--- src/core/ssd_regs.vh ---
// Purpose: Opcode patterns and field positions for the slice decoder
// Assumes: Byte-wide instruction stream, first byte then operand-mode byte
// Notes: Definitions only
`ifndef SSD_REGS_VH
`define SSD_REGS_VH
// First-byte patterns
`define SSD_OP_SHIFT1 8'hd0
`define SSD_OP_SHIFTCL 8'hd2
`define SSD_OP_SHIFTN 8'hc0
`define SSD_MASK_W 8'hfe
`define SSD_OP_RET_NEAR_IMM 8'hc2
`define SSD_OP_RET_NEAR 8'hc3
`define SSD_OP_RET_FAR_IMM 8'hca
`define SSD_OP_RET_FAR 8'hcb
`define SSD_OP_SBB_RM 8'h18
`define SSD_MASK_DW 8'hfc
`define SSD_OP_SBB_IMM 8'h80
`define SSD_OP_SBB_ACC 8'h1c
`define SSD_OP_SCAN 8'hae
`define SSD_OP_STRING_COMPARE 8'ha6
`define SSD_OP_INS 8'h6c
`define SSD_OP_OUTS 8'h6e
`define SSD_OP_LODS 8'hac
`define SSD_OP_MOVS 8'ha4
`define SSD_OP_STOS 8'haa
`define SSD_OP_SS_PFX 8'h36
`define SSD_OP_REP 8'hf3
`define SSD_OP_REPNE 8'hf2
// Operand-mode middle field
`define SSD_MF_ROL 3'h0
`define SSD_MF_ROR 3'h1
`define SSD_MF_RCL 3'h2
`define SSD_MF_RCR 3'h3
`define SSD_MF_SHL 3'h4
`define SSD_MF_SHR 3'h5
`define SSD_MF_SAR 3'h7
`define SSD_MF_SBB 3'h3
`define SSD_MF_HI 5
`define SSD_MF_LO 3
// Field positions in the first byte
`define SSD_W_BIT 0
`define SSD_D_BIT 1
// Operation codes on op_q output
`define SSD_K_NONE 5'h00
`define SSD_K_RCL 5'h01
`define SSD_K_RCR 5'h02
`define SSD_K_SHL 5'h03
`define SSD_K_ROL 5'h04
`define SSD_K_ROR 5'h05
`define SSD_K_SHR 5'h06
`define SSD_K_SAR 5'h07
`define SSD_K_RETN 5'h08
`define SSD_K_RETF 5'h09
`define SSD_K_SBB 5'h0a
`define SSD_K_SCAN 5'h0b
`define SSD_K_STRING_COMPARE 5'h0c
`define SSD_K_INS 5'h0d
`define SSD_K_OTHERSTR 5'h0e
`define SSD_K_UNDEF 5'h1f
// Repeat kinds
`define SSD_RP_NONE 2'h0
`define SSD_RP_COUNT 2'h1
`define SSD_RP_EQ 2'h2
`define SSD_RP_NE 2'h3
// Shift-count forms
`define SSD_CNT_ONE 2'h0
`define SSD_CNT_CL 2'h1
`define SSD_CNT_IMM 2'h2
`endif

--- src/core/ssd_imm16.v ---
// Purpose: Collects a two-byte immediate, low byte first
// Assumes: Bytes arrive from same-clock fetch logic
// Notes: done pulses one cycle with the word on imm
`timescale 1ns/100ps
`default_nettype none
module ssd_imm16 #(
  parameter W = 16
) (
  // Clock and reset
  input wire clk,
  input wire rst,
  // Control
  input wire start,
  input wire byte_valid,
  input wire [7:0] byte_in,
  // Result
  output reg busy_q,
  output reg done_q,
  output reg [W-1:0] imm_q
);
  reg hi_q;
  always @(posedge clk or posedge rst)
  begin
    if (rst)
    begin
      busy_q <= 1'b0;
      done_q <= 1'b0;
      hi_q <= 1'b0;
      imm_q <= {W{1'b0}};
    end
    else
    begin
      done_q <= 1'b0;
      if (start)
      begin
        busy_q <= 1'b1;
        hi_q <= 1'b0;
      end
      else if (busy_q && byte_valid)
      begin
        if (!hi_q)
        begin
          imm_q[7:0] <= byte_in;
          hi_q <= 1'b1;
        end
        else
        begin
          imm_q[W-1:8] <= byte_in;
          busy_q <= 1'b0;
          done_q <= 1'b1;
        end
      end
    end
  end
endmodule
`default_nettype wire

--- src/core/ssd_prefix.v ---
// Purpose: Holds pending segment and repeat prefixes
// Assumes: Cleared when a non-prefix instruction is issued
// Notes: Last repeat prefix seen wins
`timescale 1ns/100ps
`default_nettype none
`include "ssd_regs.vh"
module ssd_prefix (
  // Clock and reset
  input wire clk,
  input wire rst,
  // Control
  input wire take,
  input wire [7:0] byte_in,
  input wire consume,
  // State
  output reg ss_q,
  output reg [1:0] rep_q
);
  always @(posedge clk or posedge rst)
  begin
    if (rst)
    begin
      ss_q <= 1'b0;
      rep_q <= `SSD_RP_NONE;
    end
    else if (take)
    begin
      if (byte_in == `SSD_OP_SS_PFX)
        ss_q <= 1'b1;
      else if (byte_in == `SSD_OP_REP)
        rep_q <= `SSD_RP_COUNT;
      else if (byte_in == `SSD_OP_REPNE)
        rep_q <= `SSD_RP_NE;
    end
    else if (consume)
    begin
      ss_q <= 1'b0;
      rep_q <= `SSD_RP_NONE;
    end
  end
endmodule
`default_nettype wire

--- src/core/ssd_decoder.v ---
// Function
// - Shift group middle 010: rotate left carry
// - Shift group middle 011: rotate right carry
// - Shift group middle 100: shift left
// - C2 near return, two immediate bytes
// - CA far return, two immediate bytes
// - 0001 10dw subtract with borrow, d, w
// - 1010 111w string scan, width bit
// - 36 prefix forces stack segment
// - F3 before string op repeats by count
// - F3 before compare or scan: while equal
// - F2 before compare or scan: while not equal
// - Repeat allowed before string port input
//
// Purpose: Decodes one slice of the instruction set from the byte stream
// Assumes: Fetch logic on clk presents one byte per byte_valid
// Notes: One decoded instruction per issue_q pulse
`timescale 1ns/100ps
`default_nettype none
`include "ssd_regs.vh"
module ssd_decoder #(
  parameter IMM_W = 16
) (
  // Clock and reset
  input wire clk,
  input wire rst,
  // Fetch stream
  input wire byte_valid,
  input wire [7:0] byte_in,
  // Decoded instruction
  output reg issue_q,
  output reg [4:0] op_q,
  output reg width_word_q,
  output reg dir_q,
  output reg [1:0] count_form_q,
  output reg [7:0] modrm_q,
  output reg [IMM_W-1:0] imm_q,
  output reg imm_valid_q,
  output reg stack_seg_q,
  output reg [1:0] repeat_q,
  output reg use_count_reg_q,
  output reg port_from_dx_q,
  output reg undefined_q
);
  // One-hot fetch states
  localparam ST_OP = 3'b001;
  localparam ST_MODRM = 3'b010;
  localparam ST_IMM = 3'b100;

  reg [2:0] state_q;
  reg [7:0] op1_q;
  reg [4:0] op_d;
  reg undef_d;
  reg [1:0] cnt_d;
  reg [1:0] rep_d;
  reg is_shift;
  reg is_pfx;
  reg is_str;
  reg is_cmp_scan;
  reg need_modrm;
  reg need_imm;
  wire [2:0] mf;
  wire [7:0] cur_op;
  wire imm_busy;
  wire imm_done;
  wire [IMM_W-1:0] imm_word;
  wire pfx_ss;
  wire [1:0] pfx_rep;
  wire take_op;
  wire issue_now;

  // Opcode byte is only taken between instructions
  assign take_op = byte_valid && (state_q == ST_OP);
  // Later states decode from the held first byte
  assign cur_op = (state_q == ST_OP) ? byte_in : op1_q;
  // Middle field read straight off the stream; only
  // meaningful while the operand-mode byte is offered
  assign mf = byte_in[`SSD_MF_HI:`SSD_MF_LO];

  // Opcode class
  always @*
  begin
    is_shift = ((cur_op & `SSD_MASK_W) == `SSD_OP_SHIFT1) ||
      ((cur_op & `SSD_MASK_W) == `SSD_OP_SHIFTCL) ||
      ((cur_op & `SSD_MASK_W) == `SSD_OP_SHIFTN);
    is_pfx = (cur_op == `SSD_OP_SS_PFX) || (cur_op == `SSD_OP_REP) ||
      (cur_op == `SSD_OP_REPNE);
    is_cmp_scan = ((cur_op & `SSD_MASK_W) == `SSD_OP_SCAN) ||
      ((cur_op & `SSD_MASK_W) == `SSD_OP_STRING_COMPARE);
    is_str = is_cmp_scan || ((cur_op & `SSD_MASK_W) == `SSD_OP_INS) ||
      ((cur_op & `SSD_MASK_W) == `SSD_OP_OUTS) ||
      ((cur_op & `SSD_MASK_W) == `SSD_OP_LODS) ||
      ((cur_op & `SSD_MASK_W) == `SSD_OP_MOVS) ||
      ((cur_op & `SSD_MASK_W) == `SSD_OP_STOS);
    // Count byte of the by-count shift is left to the next opcode
    need_modrm = is_shift ||
      ((cur_op & `SSD_MASK_DW) == `SSD_OP_SBB_RM) ||
      ((cur_op & `SSD_MASK_DW) == `SSD_OP_SBB_IMM);
    need_imm = (cur_op == `SSD_OP_RET_NEAR_IMM) ||
      (cur_op == `SSD_OP_RET_FAR_IMM);
  end

  // Operation from bytes
  always @*
  begin
    op_d = `SSD_K_UNDEF;
    undef_d = 1'b0;
    cnt_d = `SSD_CNT_ONE;
    if ((cur_op & `SSD_MASK_W) == `SSD_OP_SHIFTCL)
      cnt_d = `SSD_CNT_CL;
    else if ((cur_op & `SSD_MASK_W) == `SSD_OP_SHIFTN)
      cnt_d = `SSD_CNT_IMM;
    if (is_shift)
    begin
      case (mf)
        `SSD_MF_RCL: op_d = `SSD_K_RCL;
        `SSD_MF_RCR: op_d = `SSD_K_RCR;
        `SSD_MF_SHL: op_d = `SSD_K_SHL;
        `SSD_MF_ROL: op_d = `SSD_K_ROL;
        `SSD_MF_ROR: op_d = `SSD_K_ROR;
        `SSD_MF_SHR: op_d = `SSD_K_SHR;
        `SSD_MF_SAR: op_d = `SSD_K_SAR;
        default: undef_d = 1'b1;
      endcase
    end
    else if ((cur_op & `SSD_MASK_DW) == `SSD_OP_SBB_RM)
      op_d = `SSD_K_SBB;
    else if ((cur_op & `SSD_MASK_DW) == `SSD_OP_SBB_IMM)
    begin
      if (mf == `SSD_MF_SBB)
        op_d = `SSD_K_SBB;
      else
        undef_d = 1'b1;
    end
    else if ((cur_op & `SSD_MASK_W) == `SSD_OP_SBB_ACC)
      op_d = `SSD_K_SBB;
    else if ((cur_op == `SSD_OP_RET_NEAR_IMM) ||
      (cur_op == `SSD_OP_RET_NEAR))
      op_d = `SSD_K_RETN;
    else if ((cur_op == `SSD_OP_RET_FAR_IMM) ||
      (cur_op == `SSD_OP_RET_FAR))
      op_d = `SSD_K_RETF;
    else if ((cur_op & `SSD_MASK_W) == `SSD_OP_SCAN)
      op_d = `SSD_K_SCAN;
    else if ((cur_op & `SSD_MASK_W) == `SSD_OP_STRING_COMPARE)
      op_d = `SSD_K_STRING_COMPARE;
    else if ((cur_op & `SSD_MASK_W) == `SSD_OP_INS)
      op_d = `SSD_K_INS;
    else if (is_str)
      op_d = `SSD_K_OTHERSTR;
    else
      op_d = `SSD_K_NONE;
  end

  // Repeat kind depends on compare or scan
  always @*
  begin
    rep_d = `SSD_RP_NONE;
    if (is_str)
    begin
      if (pfx_rep == `SSD_RP_COUNT && is_cmp_scan)
        rep_d = `SSD_RP_EQ;
      else if (pfx_rep == `SSD_RP_COUNT)
        rep_d = `SSD_RP_COUNT;
      else if (pfx_rep == `SSD_RP_NE && is_cmp_scan)
        rep_d = `SSD_RP_NE;
      // Repeat-not-equal on non-compare acts as count only
      else if (pfx_rep == `SSD_RP_NE)
        rep_d = `SSD_RP_COUNT;
    end
  end

  // Issue on the byte that completes an instruction, or in the cycle after an immediate's high byte;
  // prefixes never issue on their own
  assign issue_now = (take_op && !is_pfx && !need_modrm && !need_imm) ||
    (byte_valid && state_q == ST_MODRM) || imm_done;

  // Immediate collector
  ssd_imm16 #(
    .W(IMM_W)
  ) u_imm (
    .clk(clk),
    .rst(rst),
    .start(take_op && need_imm),
    .byte_valid(byte_valid && state_q == ST_IMM),
    .byte_in(byte_in),
    .busy_q(imm_busy),
    .done_q(imm_done),
    .imm_q(imm_word)
  );

  ssd_prefix u_pfx (
    .clk(clk),
    .rst(rst),
    .take(take_op && is_pfx),
    .byte_in(byte_in),
    .consume(issue_now),
    .ss_q(pfx_ss),
    .rep_q(pfx_rep)
  );

  always @(posedge clk or posedge rst)
  begin
    if (rst)
    begin
      state_q <= ST_OP;
      op1_q <= 8'h00;
    end
    // Fetch sequencing
    else
    begin
      case (state_q)
        ST_OP:
        begin
          if (take_op && !is_pfx)
          begin
            op1_q <= byte_in;
            if (need_modrm)
              state_q <= ST_MODRM;
            else if (need_imm)
              state_q <= ST_IMM;
          end
        end
        ST_MODRM:
        begin
          if (byte_valid)
            state_q <= ST_OP;
        end
        ST_IMM:
        begin
          // Leaves once both bytes are in
          // Limitation: no stall path, so a byte offered in the
          // cycle the immediate completes is not taken
          if (!imm_busy && imm_done)
            state_q <= ST_OP;
        end
        default: state_q <= ST_OP;
      endcase
    end
  end

  always @(posedge clk or posedge rst)
  begin
    if (rst)
    begin
      issue_q <= 1'b0;
      op_q <= `SSD_K_NONE;
      width_word_q <= 1'b0;
      dir_q <= 1'b0;
      count_form_q <= `SSD_CNT_ONE;
      modrm_q <= 8'h00;
      imm_q <= {IMM_W{1'b0}};
      imm_valid_q <= 1'b0;
      stack_seg_q <= 1'b0;
      repeat_q <= `SSD_RP_NONE;
      use_count_reg_q <= 1'b0;
      port_from_dx_q <= 1'b0;
      undefined_q <= 1'b0;
    end
    else
    begin
      issue_q <= issue_now;
      // Outputs hold until the next issue
      if (issue_now)
      begin
        op_q <= op_d;
        // Width and direction bits straight from the first byte
        width_word_q <= cur_op[`SSD_W_BIT];
        dir_q <= cur_op[`SSD_D_BIT];
        count_form_q <= cnt_d;
        // Operand-mode byte only for two-byte forms
        modrm_q <= (state_q == ST_MODRM) ? byte_in : 8'h00;
        imm_q <= imm_done ? imm_word : {IMM_W{1'b0}};
        imm_valid_q <= imm_done;
        stack_seg_q <= pfx_ss;
        repeat_q <= rep_d;
        use_count_reg_q <= (rep_d != `SSD_RP_NONE) ||
          (is_shift && cnt_d == `SSD_CNT_CL);
        port_from_dx_q <= (op_d == `SSD_K_INS);
        undefined_q <= undef_d;
      end
    end
  end
endmodule
`default_nettype wire

--- config.mk ---
export PLATFORM = sky130hd
export DESIGN_NAME = ssd_decoder
export DESIGN_NICKNAME = d
export VERILOG_FILES = /design/src/core/ssd_imm16.v /design/src/core/ssd_prefix.v /design/src/core/ssd_decoder.v
export VERILOG_INCLUDE_DIRS = /design/src /design/src/core
export SDC_FILE = /design/constraint.sdc
export NUM_CORES = 1
export LEC_CHECK = 0
export ABC_AREA = 1
export BUFFER_PORTS_ARGS = -buffer_cell sky130_fd_sc_hd__buf_2
export CORE_MARGIN = 3
export CORE_UTILIZATION = 40
export DETAILED_ROUTE_END_ITERATION = 12
export PLACE_DENSITY = 0.6
export SLEW_MARGIN = 15
export SYNTH_ARGS = -nofsm -noshare
export SYNTH_HDL_FRONTEND = slang
export SYNTH_SLANG_ARGS = --single-unit
--- constraint.sdc ---
create_clock -name clk -period 2.7 [get_ports clk]
set_clock_uncertainty 0.1 [all_clocks]
set_input_delay 0.135 -clock clk [delete_from_list [all_inputs] [get_ports clk]]
set_output_delay 0.135 -clock clk [all_outputs]
set_load 0.02 [all_outputs]
# [Word-level counts from Yosys, hierarchy flattened]
# Cells that the tools add are included.
[word_totals] register_bits=74 inputBits=11 wordCells=164
[op_classes] n_eq_ne=43 mux=49 bitwise_logic=2 n_reduce_logical=48
[op_table] op="$eq A8 B8 Y1 const B" count=8
[op_table] op="$eq A7 B7 Y1 const B" count=8
[op_table] op="$pmux W5 S7" count=1
[op_table] op="$mux W4" count=7
[op_table] op="$mux W2" count=11
[op_table] op="$mux W5" count=4
[op_table] op="$logic_or A1 B1 Y1" count=18
[op_table] op="$mux W1" count=17
[op_table] op="$eq A8 B6 Y1 const B" count=2
[op_table] op="$mux W16" count=1
[op_table] op="$mux W8" count=2
[op_table] op="$mux W3" count=5
[op_table] op="$eq A7 B6 Y1 const B" count=2
[op_table] op="$logic_and A1 B1 Y1" count=13
[op_table] op="$eq A3 B3 Y1 const B" count=4
[op_table] op="$eq A3 B2 Y1 const B" count=3
[op_table] op="$pmux W3 S3" count=1
[op_table] op="$reduce_and A3 Y1" count=3
[op_table] op="$reduce_bool A2 Y1" count=4
[op_table] op="$eq A7 B4 Y1 const B" count=1
[op_table] op="$reduce_or A7 Y1" count=1
[op_table] op="$eq A3 B1 Y1 const B" count=2
[op_table] op="$eq A6 B3 Y1 const B" count=1
[op_table] op="$eq A6 B6 Y1 const B" count=1
[op_table] op="other kinds (11)" count=22

# [Logic depth before layout (Yosys ltp)]
# Gate-level depths: netlist (run 1).
[depth] word_depth=20 ltp_mapped=16 ltp_nobuf=15

# [Cells and area by module]
# Synthesis (run 1) repeated with hierarchy kept, for this count alone.
[unflattened] hier_cells=492 hier_area_um2=3813.7
[by_module_without_submodules] module="ssd_decoder" n_inst=1 cells_per_inst=377 area_each_um2=2826.5 seq_area_each_um2=1302.5
[by_module_without_submodules] module="ssd_imm16" n_inst=1 cells_per_inst=80 area_each_um2=763.2 seq_area_each_um2=475.5
[by_module_without_submodules] module="ssd_prefix" n_inst=1 cells_per_inst=35 area_each_um2=224.0 seq_area_each_um2=75.1

# [Worst setup path after synthesis (run 1)]
# No wires, ideal clock.
[synth_path] path_kind="register to register" from="register state_q[0]" to="register repeat_q[0]" setup_time_ns=0.118 t_arrival_ns=1.833 slack_ns=0.649 path_stages_with_launch=14 path_buffers=2 cell_sequence="dfstp_2 nand3_2 buf_6 nand2_1 nand2_1 nor2_2 nand3_2 nand2_1 a21boi_2 nand2_2 nand2_4 buf_4 nand3b_1 nand2_1"
[synth_between] elab_chain_len=12
[synth_lines] item="start: declaration" line_no="ssd_decoder.v:50" rtl="reg [2:0] state_q;"
[synth_lines] item="start signal: assignment" line_no="ssd_decoder.v:206" rtl="state_q <= ST_OP;"
[synth_lines] item="start signal: assignment" line_no="ssd_decoder.v:219" rtl="state_q <= ST_MODRM;"
[synth_lines] item="start signal: assignment" line_no="ssd_decoder.v:221" rtl="state_q <= ST_IMM;"
[synth_lines] item="$eq A3 B1 Y1" line_no="ssd_decoder.v:73, ssd_decoder.v:75"
[synth_lines] item="$mux W8" line_no="ssd_decoder.v:75" rtl="assign cur_op = (state_q == ST_OP) ? byte_in : op1_q;"
[synth_lines] item="$eq A7 B7 Y1 (no source line)"
[synth_lines] item="$logic_or A1 B1 Y1 (2 in a row)" line_no="ssd_decoder.v:83" rtl="is_shift = ((cur_op & `SSD_MASK_W) == `SSD_OP_SHIFT1) ||"
[synth_lines] item="$logic_or A1 B1 Y1 (2 in a row)" line_no="ssd_decoder.v:96" rtl="need_modrm = is_shift ||"
[synth_lines] item="$logic_not A1 Y1" line_no="ssd_decoder.v:175" rtl="assign issue_now = (take_op && !is_pfx && !need_modrm && !need_imm) ||"
[synth_lines] item="$logic_and A1 B1 Y1 (2 in a row)" line_no="ssd_decoder.v:175"
[synth_lines] item="$logic_or A1 B1 Y1" line_no="ssd_decoder.v:175"
[synth_lines] item="$logic_or A1 B1 Y1" line_no="ssd_decoder.v:176" rtl="(byte_valid && state_q == ST_MODRM) || imm_done;"
[synth_lines] item="end signal: assignment" line_no="ssd_decoder.v:255" rtl="repeat_q <= `SSD_RP_NONE;"
[synth_lines] item="end signal: assignment" line_no="ssd_decoder.v:276" rtl="repeat_q <= rep_d;"
[synth_lines] item="end: declaration" line_no="ssd_decoder.v:40" rtl="output reg [1:0] repeat_q,"
# Parallel ways exist; a longest one is shown, timed or not.
# A chain may end at the register's enable or synchronous reset.

# [Worst setup path in the final report (run 1)]
[layout_path] from="register state_q[0]" to="register modrm_q[7]"
[layout_between] elab_chain_len=12
[layout_lines] item="$eq A3 B1 Y1" line_no="ssd_decoder.v:73, ssd_decoder.v:75"
[layout_lines] item="$mux W8" line_no="ssd_decoder.v:75"
[layout_lines] item="$eq A7 B7 Y1 (no source line)"
[layout_lines] item="$logic_or A1 B1 Y1 (2 in a row)" line_no="ssd_decoder.v:83"
[layout_lines] item="$logic_or A1 B1 Y1 (2 in a row)" line_no="ssd_decoder.v:96"
[layout_lines] item="$logic_not A1 Y1" line_no="ssd_decoder.v:175"
[layout_lines] item="$logic_and A1 B1 Y1 (2 in a row)" line_no="ssd_decoder.v:175"
[layout_lines] item="$logic_or A1 B1 Y1" line_no="ssd_decoder.v:175"
[layout_lines] item="$logic_or A1 B1 Y1" line_no="ssd_decoder.v:176"
[layout_lines] item="end signal: assignment" line_no="ssd_decoder.v:272" rtl="modrm_q <= (state_q == ST_MODRM) ? byte_in : 8'h00;"
[layout_lines] item="end: declaration" line_no="ssd_decoder.v:36" rtl="output reg [7:0] modrm_q,"
# Parallel ways exist; a longest one is shown, timed or not.

==> impl_metrics.json, run 1 <==
{
  "syn-cell-area_mm2": 0.00354,
  "met2_usage_pct": 26.5,
  "grt_max_degree": 41,
  "r2r_end": "modrm_q[7]",
  "drc_errors": 0,
  "whs_ps": 14.0,
  "fmax_mhz": 405,
  "ys_warn_count": 0,
  "finalCritPeriodShare_pct": 91.3,
  "dpl.hpwl_um": 6070,
  "cts_root_buf": "clkbuf_8",
  "clkTransAtPathRegs_ps": 90,
  "gr-total-overflow": 0,
  "synth.net_count": 448,
  "die_w_um": 100,
  "synth_cell_type_count": 32,
  "max_stage_delay_ps": 640,
  "synthFlopType": "dfrtp_1",
  "pwr_density_cell_mw_per_mm2": 973,
  "postRouteAntennaNets": 0,
  "max_slew_margin_pct": 56.5,
  "gr-usage-met3_pct": 3.34,
  "setup_violations": 0,
  "drtPass1Iterations": 4,
  "ir_drop_uv": 300,
  "tns_ps": 0,
  "grt_pass1_vias": 2836,
  "fin_nets": 509,
  "dp_cells": 587,
  "holdPathEnd": "u_imm.hi_q",
  "antenna_found_initial": 0,
  "max_cap_violations": 0,
  "wl_per_cell_um": 14.1,
  "synthTopCellsByArea": "dfrtp_1 52%, nand2_1 14%, inv_1 6.2%",
  "initial_core_util_pct": 42.1,
  "cts_buffer_depth": 2,
  "synth_edf_count": 0,
  "grt_setup_unrepaired": "no",
  "r2r_cells": 11,
  "cp_max_fo": 17,
  "cp_slowest_cell": "dfstp_2",
  "grt_usage_pct": 17.9,
  "startpoint_type": "flop",
  "areaGrowthSynthToFinish_pct": 17.5,
  "worst_ep_arrival_time_ps": 2640,
  "clock_sinks": 74,
  "outcome": "finished, final reports clean",
  "cts_htree_levels": 3,
  "vias_per_cell": 4.85,
  "yosys.area.top_type": "dfrtp_1",
  "tightest_slew_ps": 649,
  "fill_cells": 849,
  "clk_latency_ps": 340,
  "place_congestion": 0.854,
  "cp_cell_sequence": "nand3_4 -> o21ai_1 -> nor2_1 -> nand3_1 -> nand2_1 -> a21boi_2 -> nand2_2 -> nand2_4 -> buf_12 -> nand3_1 -> nand2_1",
  "cp.required_ps": 2870,
  "io_pins": 52,
  "use_met1_pct": 26.5,
  "hold_start": "byte_valid",
  "die_h_um": 100,
  "cpLargestDelayFamily": "simple AND/OR/NAND/NOR gates",
  "core_area_mm2": 0.00842,
  "drv_slew": 0,
  "syn_inst": 437,
  "cts_tree": "built",
  "avgSynthCellArea_um2": 8.11,
  "antenna_cells": 0,
  "synth_top_area_share_pct": 51.5,
  "numCtsBuffers": 9,
  "grt_busiest_layer": "met1",
  "design_area_mm2": 0.00417,
  "vias": 2949,
  "rows": 33,
  "drive_gt1_share_pct": 20.7,
  "numPortBuffers": 51,
  "fin_crit_ps": 2470,
  "reg2reg_slack_ps": 230,
  "ys_ff_latch": 74,
  "drtIter0Drc": 201,
  "wirelength_um": 8540,
  "min_path_type": "in2reg",
  "ys_seq_area_share_pct": 52.3,
  "critPathKind": "reg2reg",
  "instances_no_fill": 608,
  "dieArea_mm2": 0.0100,
  "final_hold_viol_count": 0,
  "total_power_uw": 4050,
  "post_dp_cell_area_mm2": 0.00392,
  "end_kind": "flop",
  "grt_pass1_wl_um": 14300,
  "crit-reg2reg-launch": "state_q[0]",
  "synthArstFlopShare_pct": 100,
  "p_leak_uw": 0.00229,
  "worstHoldPathCells": 3,
  "path_buf_inv": 1
}
## synthesized netlist by cell type (3+ instances only)
master    number
nand2_1      136
dfrtp_1       73
inv_1         59
o21ai_0       31
nor2_1        25
nand3_1       24
nand4_1       17
o22ai_1       16
buf_4          5
nand2_2        5
nor2_2         5
a21oi_1        4
buf_2          4
buf_6          4
nand3_2        4
clkbuf_1       3
inv_2          3
nand3b_1       3
nor3_1         3
## area by class of cell
| type | instances | area, µm² | share of cell area [%] |
|---|---|---|---|
| flip-flops and latches | 74 | 1850 | 44.5 |
| multi-input cells | 283 | 1350 | 32.3 |
| repair buffers | 66 | 400 | 9.61 |
| inverters | 64 | 245 | 5.89 |
| clock buffers | 11 | 151 | 3.63 |
| well taps | 105 | 131 | 3.15 |
| clock inverters | 5 | 37.5 | 0.901 |
## state kept, by name, summed over array words and instances (netlist names), 2 cells and up
name          flops
state_q           3
op_q              5
u_pfx.rep_q       2
repeat_q          2
op1_q             8
u_imm.imm_q      16
imm_q            16
modrm_q           8
count_form_q      2
## where the power goes
part	switching (µW)	total [µW]	internal [µW]
registers	141	1550	1410
clock network	428	816	387
logic	1140	1690	551
## per-stage QoR
stage	setup slack (ps)	util, %
6_report	234	49.5
5_1_grt	4.03	49.5
4_1_cts	81.4	49.1
3_5_place_dp	96.0	46.5
3_3_place_gp	163	46.5
2_1_floorplan	585	-
## worst max-delay path by stage
stage / start / endpoint / slack [ps] / cells past startpoint
6_report: state_q[0] / modrm_q[7] / 230 / 11
5_1_grt: state_q[0] / modrm_q[1] / 4 / 13
4_1_cts: state_q[0] / modrm_q[6] / 80 / 12
3_5_place_dp: state_q[0] / modrm_q[6] / 100 / 12
3_3_place_gp: state_q[0] / modrm_q[1] / 160 / 12
2_1_floorplan: rst / count_form_q[0] / 590 / 1
## repair_timing
item | in CTS | in global routing
setup buffers | 0 | 2
endpoints found under the hold margin | 79 | 0
endpoints found under the setup margin | 0 | 43
hold buffers | 3 | 0
resized for setup | 0 | 3
## cell usage in the layout (no fill, tap or decap), types with 2 or more instances in the layout
master and count:
inv_2 4, buf_2 51, dlygate4sd3_1 3, clkinvlp_4 2, inv_1 58, inv_6 2
buf_4 10, o22ai_1 16, dfrtp_1 73, nand3_1 24, o21ai_0 31, nand2_1 136
nand4_1 17, nand2_2 5, nor2_4 2, nor2_2 4, nor2_1 25, buf_12 2
nand3_2 3, clkbuf_8 11, nor3_1 3, a21oi_1 4, nand3b_1 3
## metal layers
| metal | vias up | part of all wire, % |
|---|---|---|
| met5 | - | 0 |
| met3 | 13 | 5.0 |
| met4 | 0 | 1.6 |
| met1 | 1338 | 50 |
| li1 | 1513 | - |
| met2 | 85 | 44 |
## kinds of logic after synthesis
logic type / synth area share, %
buffers and inverters: 10.1
DFF: 52.3
AOI/OAI and AO/OA: 8.86
and+or+nand+nor: 28.8
## worst reg2reg max path: stages (launching register included)
cell and delay (ps):
dfstp_2 640, nand3_4 170, o21ai_1 350, nor2_1 80, nand3_1 100, nand2_1 110
a21boi_2 220, nand2_2 90, nand2_4 210, buf_12 180, nand3_1 80, nand2_1 80
Power figures use the tool's default switching activity.
==> run 2, diff against run 1 <==
==> constraint.sdc (replaced) <==
create_clock -name clk -period 2.7 [get_ports clk]
set_clock_uncertainty 0.1 [all_clocks]
set_input_delay 0.27 -clock clk [delete_from_list [all_inputs] [get_ports clk]]
set_output_delay 0.27 -clock clk [all_outputs]
set_load 0.02 [all_outputs]
==> run 2 against run 1 <==
Cell count is 0.16% lower. Worst setup slack better by 16 ps. Design area is 0.36% higher. Clock power is 8.0% higher.
==> impl_metrics.json, run 2 (synthesized netlist as in run 1, its figures left out) <==
{
  "pwr-share-seq_pct": 37.3,
  "wl_met3_um": 493,
  "die_w_um": 100,
  "dieArea_mm2": 0.0100,
  "drive_gt1_share_pct": 20.7,
  "numPortBuffers": 51,
  "vias_per_cell": 4.86,
  "fill_cells": 817,
  "layout_common_cells": "136 x nand2_1, 73 x dfrtp_1, 58 x inv_1, 51 x buf_2, 31 x o21ai_0",
  "min_path_type": "in2reg",
  "critPathKind": "reg2reg",
  "cp_slowest_cell": "dfstp_2",
  "antenna_cells": 0,
  "reg2reg_slack_ps": 250,
  "final_hold_viol_count": 0,
  "antenna_found_initial": 0,
  "cts_buffer_depth": 2,
  "wirelength_um": 8510,
  "drc_errors": 0,
  "met2_length_um": 3850,
  "drtIter0Drc": 228,
  "final_common_cell": "nand2_1",
  "tightest_slew_ps": 642,
  "setup_violations": 0,
  "swShare_pct": 41.3,
  "dp_slack_ps": 88.5,
  "p_comb_share_pct": 41.4,
  "worstSetupEndpoint": "modrm_q[7]",
  "hold_start": "byte_in[1]",
  "ir_drop_uv": 415,
  "cts_tree": "built",
  "total_power_uw": 4130,
  "grt_pass1_wl_um": 14200,
  "biggestRegsByFlops": "imm_q: 16 flops, u_imm.imm_q: 16 flops",
  "dr.max_layer_used": "met4",
  "internal-power_uw": 2430,
  "die_h_um": 100,
  "gr-total-overflow": 0,
  "cts_root_buf": "clkbuf_8",
  "max_stage_delay_ps": 610,
  "rows": 33,
  "cp.required_ps": 2830,
  "clkTransAtPathRegs_ps": 90,
  "grt_usage_pct": 18.1,
  "startpoint_type": "flop",
  "end_kind": "flop",
  "outcome": "finished, final reports clean",
  "p_clk_share_pct": 21.3,
  "clk_latency_ps": 340,
  "vias": 2951,
  "fin_ws_ps": 250,
  "core_area_mm2": 0.00842,
  "io_pins": 52,
  "dpl.hpwl_um": 6050,
  "max_cap_violations": 0,
  "worst_ep_arrival_time_ps": 2580,
  "grt_pass1_vias": 2860,
  "areaGrowthSynthToFinish_pct": 18.0,
  "pwr_density_cell_mw_per_mm2": 988,
  "cp_cell_sequence": "buf_4 -> nand4_1 -> nand2_2 -> inv_1 -> nor2_2 -> nand3_1 -> nand2_1 -> a21boi_2 -> nand2_2 -> nand2_4 -> buf_12 -> nand3_1 -> nand2_1",
  "wl_per_cell_um": 14.0,
  "drtPass1Iterations": 5,
  "place_congestion": 0.870,
  "crit-reg2reg-launch": "state_q[0]",
  "grt_setup_unrepaired": "no",
  "crit_start": "state_q[0]",
  "grt_max_degree": 75,
  "cts_htree_levels": 3,
  "drv_slew": 0,
  "p_leak_uw": 0.00229,
  "fmax_mhz": 408,
  "r2r_end": "modrm_q[7]",
  "fin_nets": 508,
  "postRouteAntennaNets": 0,
  "wl_met1_um": 4080,
  "tns_ps": 0,
  "power.switching_uw": 1710,
  "initial_core_util_pct": 42.1,
  "cp_max_fo": 17,
  "max_slew_margin_pct": 57.0,
  "finalCritPeriodShare_pct": 90.8,
  "fin_crit_ps": 2450,
  "numCtsBuffers": 9,
  "r2r_cells": 13,
  "clock_sinks": 74
}
==> run 2: worst min path at each step <==
stage | end | slack, ps | cells after the start
after floorplan | op1_q[2] | 280 | 2
after global placement | imm_q[0] | 280 | 3
after detailed placement | imm_q[4] | 290 | 3
after CTS | u_imm.imm_q[1] | 90 | 3
after global routing | u_imm.imm_q[9] | 110 | 3
final | u_imm.imm_q[9] | 100 | 3
==> run 2: through the flow <==
step           util, %  cell area [µm²]  hold slack (ps)  std cells
3_3_place_gp      46.7             3930              285        587
2_1_floorplan        -             3540              280        437
6_report          49.6             4180              104        607
4_1_cts           49.2             4140             90.4        604
5_1_grt           49.6             4180              110        607
3_5_place_dp      46.7             3930              287        587
==> run 2: metal layers <==
metal | GRT usage [%] | vias to the layer above
met5 | 0 | -
met4 | 5.08 | 0
met2 | 27.5 | 71
met3 | 4.66 | 6
met1 | 25.6 | 1364
li1 | - | 1510
==> run 2: worst max-delay path, delay by kind of cell (launching register included) <==
| family | cells | cell delay [ps] |
|---|---|---|
| AND/OR/NAND/NOR | 9 | 1100 |
| flip-flops | 1 | 610 |
| AO/OA/AOI/OAI | 1 | 90 |
| buffers and inverters | 3 | 430 |
==> run 2: what timing repair did <==
| item | CTS | global route |
|---|---|---|
| endpoints found under the hold margin | 73 | 0 |
| hold buffers | 1 | 0 |
| resized for setup | 0 | 3 |
| setup buffers | 0 | 3 |
| setup endpoints to repair | 0 | 42 |
==> run 2: power by group through the flow <==
stage / Clock, µW / Sequential, µW / Combinational [µW]
floorplan: 0 / 1660 / 1150
global placement: 0 / 1570 / 1640
detailed placement: 0 / 1570 / 1650
CTS: 904 / 1550 / 1660
global route: 960 / 1580 / 1920
finish: 881 / 1540 / 1710
==> run 2: final cells by class <==
class                      count  area [µm²]  area share (%)
sequential                    74        1850            44.3
multi-input combinational    283        1350            32.2
timing repair buffer          65         400            9.58
inverter                      64         245            5.86
clock buffer                  11         141            3.38
tap                          105         131            3.14
clock inverter                 5        62.6            1.50
==> run 3, diff against run 2 <==
--- a/config.mk
+++ b/config.mk
@@ -8,6 +8,7 @@
 export LEC_CHECK = 0
 export ABC_AREA = 1
 export BUFFER_PORTS_ARGS = -buffer_cell sky130_fd_sc_hd__buf_2
+export CORE_ASPECT_RATIO = 1.4
 export CORE_MARGIN = 3
 export CORE_UTILIZATION = 40
 export DETAILED_ROUTE_END_ITERATION = 12
==> run 3 against run 2 <==
Fmax decreased by 0.43%. Clock-buffer cell count decreased by 1. Die area rose by 0.16%. Sequential cell count is the same. Global-route usage increased by 1.1 points. Combinational power is essentially flat. Sequential share of layout area shrank 0.97 points. Cell count grew 0.16%. Largest power group unchanged. Highest routed layer unchanged.
==> impl_metrics.json, run 3 (synthesized netlist as in run 1, its figures left out) <==
{
  "outcome": "finished, final reports clean",
  "final_common_cell": "nand2_1",
  "cp_slowest_cell": "dfrtp_1",
  "pwr-share-seq_pct": 34.9,
  "startpoint_type": "flop",
  "regArea_mm2": 0.00185,
  "cp_max_fo": 14,
  "place_congestion": 0.935,
  "biggestRegsByFlops": "imm_q: 16 flops, u_imm.imm_q: 16 flops",
  "clock_sinks": 74,
  "grt_pass1_vias": 3029,
  "p_leak_uw": 0.00235,
  "core_area_mm2": 0.00861,
  "swShare_pct": 38.6,
  "die_h_um": 117,
  "r2r_cells": 15,
  "critPathKind": "reg2reg",
  "fin_ws_ps": 239,
  "post_dp_cell_area_mm2": 0.00395,
  "drv_slew": 0,
  "grt_usage_pct": 19.1,
  "gr-total-overflow": 0,
  "rows": 40,
  "max_stage_delay_ps": 400,
  "p_clk_share_pct": 27.4,
  "vias": 3032,
  "fin_nets": 512,
  "worstSetupEndpoint": "u_pfx.rep_q[0]",
  "max_cap_violations": 0,
  "cts_root_buf": "clkbuf_16",
  "instances_no_fill": 608,
  "end_kind": "flop",
  "reg2reg_slack_ps": 240,
  "postRouteAntennaNets": 0,
  "wirelength_um": 9150,
  "io_pins": 52,
  "numCtsBuffers": 9,
  "dp_cells": 593,
  "grt_setup_unrepaired": "no",
  "drtPass1Iterations": 4,
  "wl_per_cell_um": 15.1,
  "dpl.hpwl_um": 6710,
  "cp_cell_sequence": "inv_2 -> nand3_4 -> nand2_1 -> nand2_2 -> nor2_4 -> inv_1 -> nand3_2 -> nand3_2 -> nor2_2 -> nand2_2 -> nand2_4 -> buf_4 -> nand2_1 -> nand2_1 -> nand2_1",
  "dp_slack_ps": 53.4,
  "layout_common_cells": "136 x nand2_1, 73 x dfrtp_1, 58 x inv_1, 51 x buf_2, 31 x o21ai_0",
  "ir_drop_uv": 624,
  "antenna_found_initial": 0,
  "finalCritPeriodShare_pct": 91.1,
  "cts_buffer_depth": 2,
  "min_path_type": "in2reg",
  "fmax_mhz": 406,
  "cts_tree": "built",
  "total_power_uw": 4450,
  "p_comb_share_pct": 37.7,
  "clkTransAtPathRegs_ps": 60,
  "design_area_mm2": 0.00428,
  "grt_pass1_wl_um": 15000,
  "max_slew_margin_pct": 60.8,
  "initial_core_util_pct": 41.2,
  "antenna_cells": 0,
  "vias_per_cell": 4.99,
  "fill_cells": 842,
  "numPortBuffers": 51,
  "multi_input_area_mm2": 0.00134,
  "cp.required_ps": 2820,
  "pwr_density_cell_mw_per_mm2": 1040,
  "final_hold_viol_count": 0,
  "dieArea_mm2": 0.0100,
  "fin_crit_ps": 2460,
  "grt_max_degree": 49,
  "power.switching_uw": 1720,
  "clk_latency_ps": 330,
  "worst_ep_arrival_time_ps": 2580,
  "crit-reg2reg-launch": "state_q[2]",
  "cts_htree_levels": 3,
  "tns_ps": 0,
  "drc_errors": 0,
  "setup_violations": 0,
  "areaGrowthSynthToFinish_pct": 20.6,
  "crit_start": "state_q[2]",
  "cpMostUsedCell": "nand2_1",
  "drive_gt1_share_pct": 20.9,
  "drtIter0Drc": 178,
  "die_w_um": 85.6,
  "r2r_end": "u_pfx.rep_q[0]",
  "internal-power_uw": 2730,
  "tightest_slew_ps": 587
}
[run 3: layer usage]
layer / part of all wire, % / global-route usage, %
met4: 3.3 / 8.22
met3: 4.1 / 4.36
met2: 51 / 32.7
met1: 42 / 22.6
met5: 0 / 0
[run 3: critical path, delay by kind of cell (launching register included)]
kind,cells,cell delay (ps)
buf+inv,3,440
flops,1,400
simple gates,12,1400
[run 3: cell type report]
class | instances | share of cell area (%)
repair buffers | 69 | 9.57
inverters | 64 | 5.68
multi-input cells | 283 | 31.4
well taps | 105 | 3.07
clock inverters | 3 | 1.58
flip-flops and latches | 74 | 43.3
clock buffers | 10 | 5.36
[run 3: worst min-delay path by stage]
stage                          start          end  slack (ps)  cells past startpoint
after floorplan           byte_in[2]     op1_q[2]         280                      2
after global placement           rst  imm_valid_q         260                      2
after detailed placement         rst  imm_valid_q         270                      2
after CTS                 byte_in[0]   modrm_q[0]         140                      3
after global routing      byte_in[0]   modrm_q[0]         160                      3
final                     byte_in[0]   modrm_q[0]         150                      3
[run 3: repair_timing]
item | in CTS | in global routing
endpoints found under the hold margin | 26 | 0
gates resized for setup | 0 | 2
setup endpoints to repair | 0 | 44
setup buffers | 0 | 1
hold buffers | 1 | 0
[run 3: power groups by stage]
stage / logic (µW) / registers, µW / clock network (µW)
3_3_place_gp: 1620 / 1580 / 0
5_1_grt: 1890 / 1590 / 1290
6_report: 1680 / 1550 / 1220
2_1_floorplan: 1150 / 1660 / 0
3_5_place_dp: 1640 / 1580 / 0
4_1_cts: 1650 / 1570 / 1250
[run 3: metrics by stage]
step                      utilization (%)  hold slack, ps
final                                49.7             152
after global routing                 49.7             157
after CTS                            49.4             141
after detailed placement             45.9             275
after global placement               45.9             260
after floorplan                         -             280
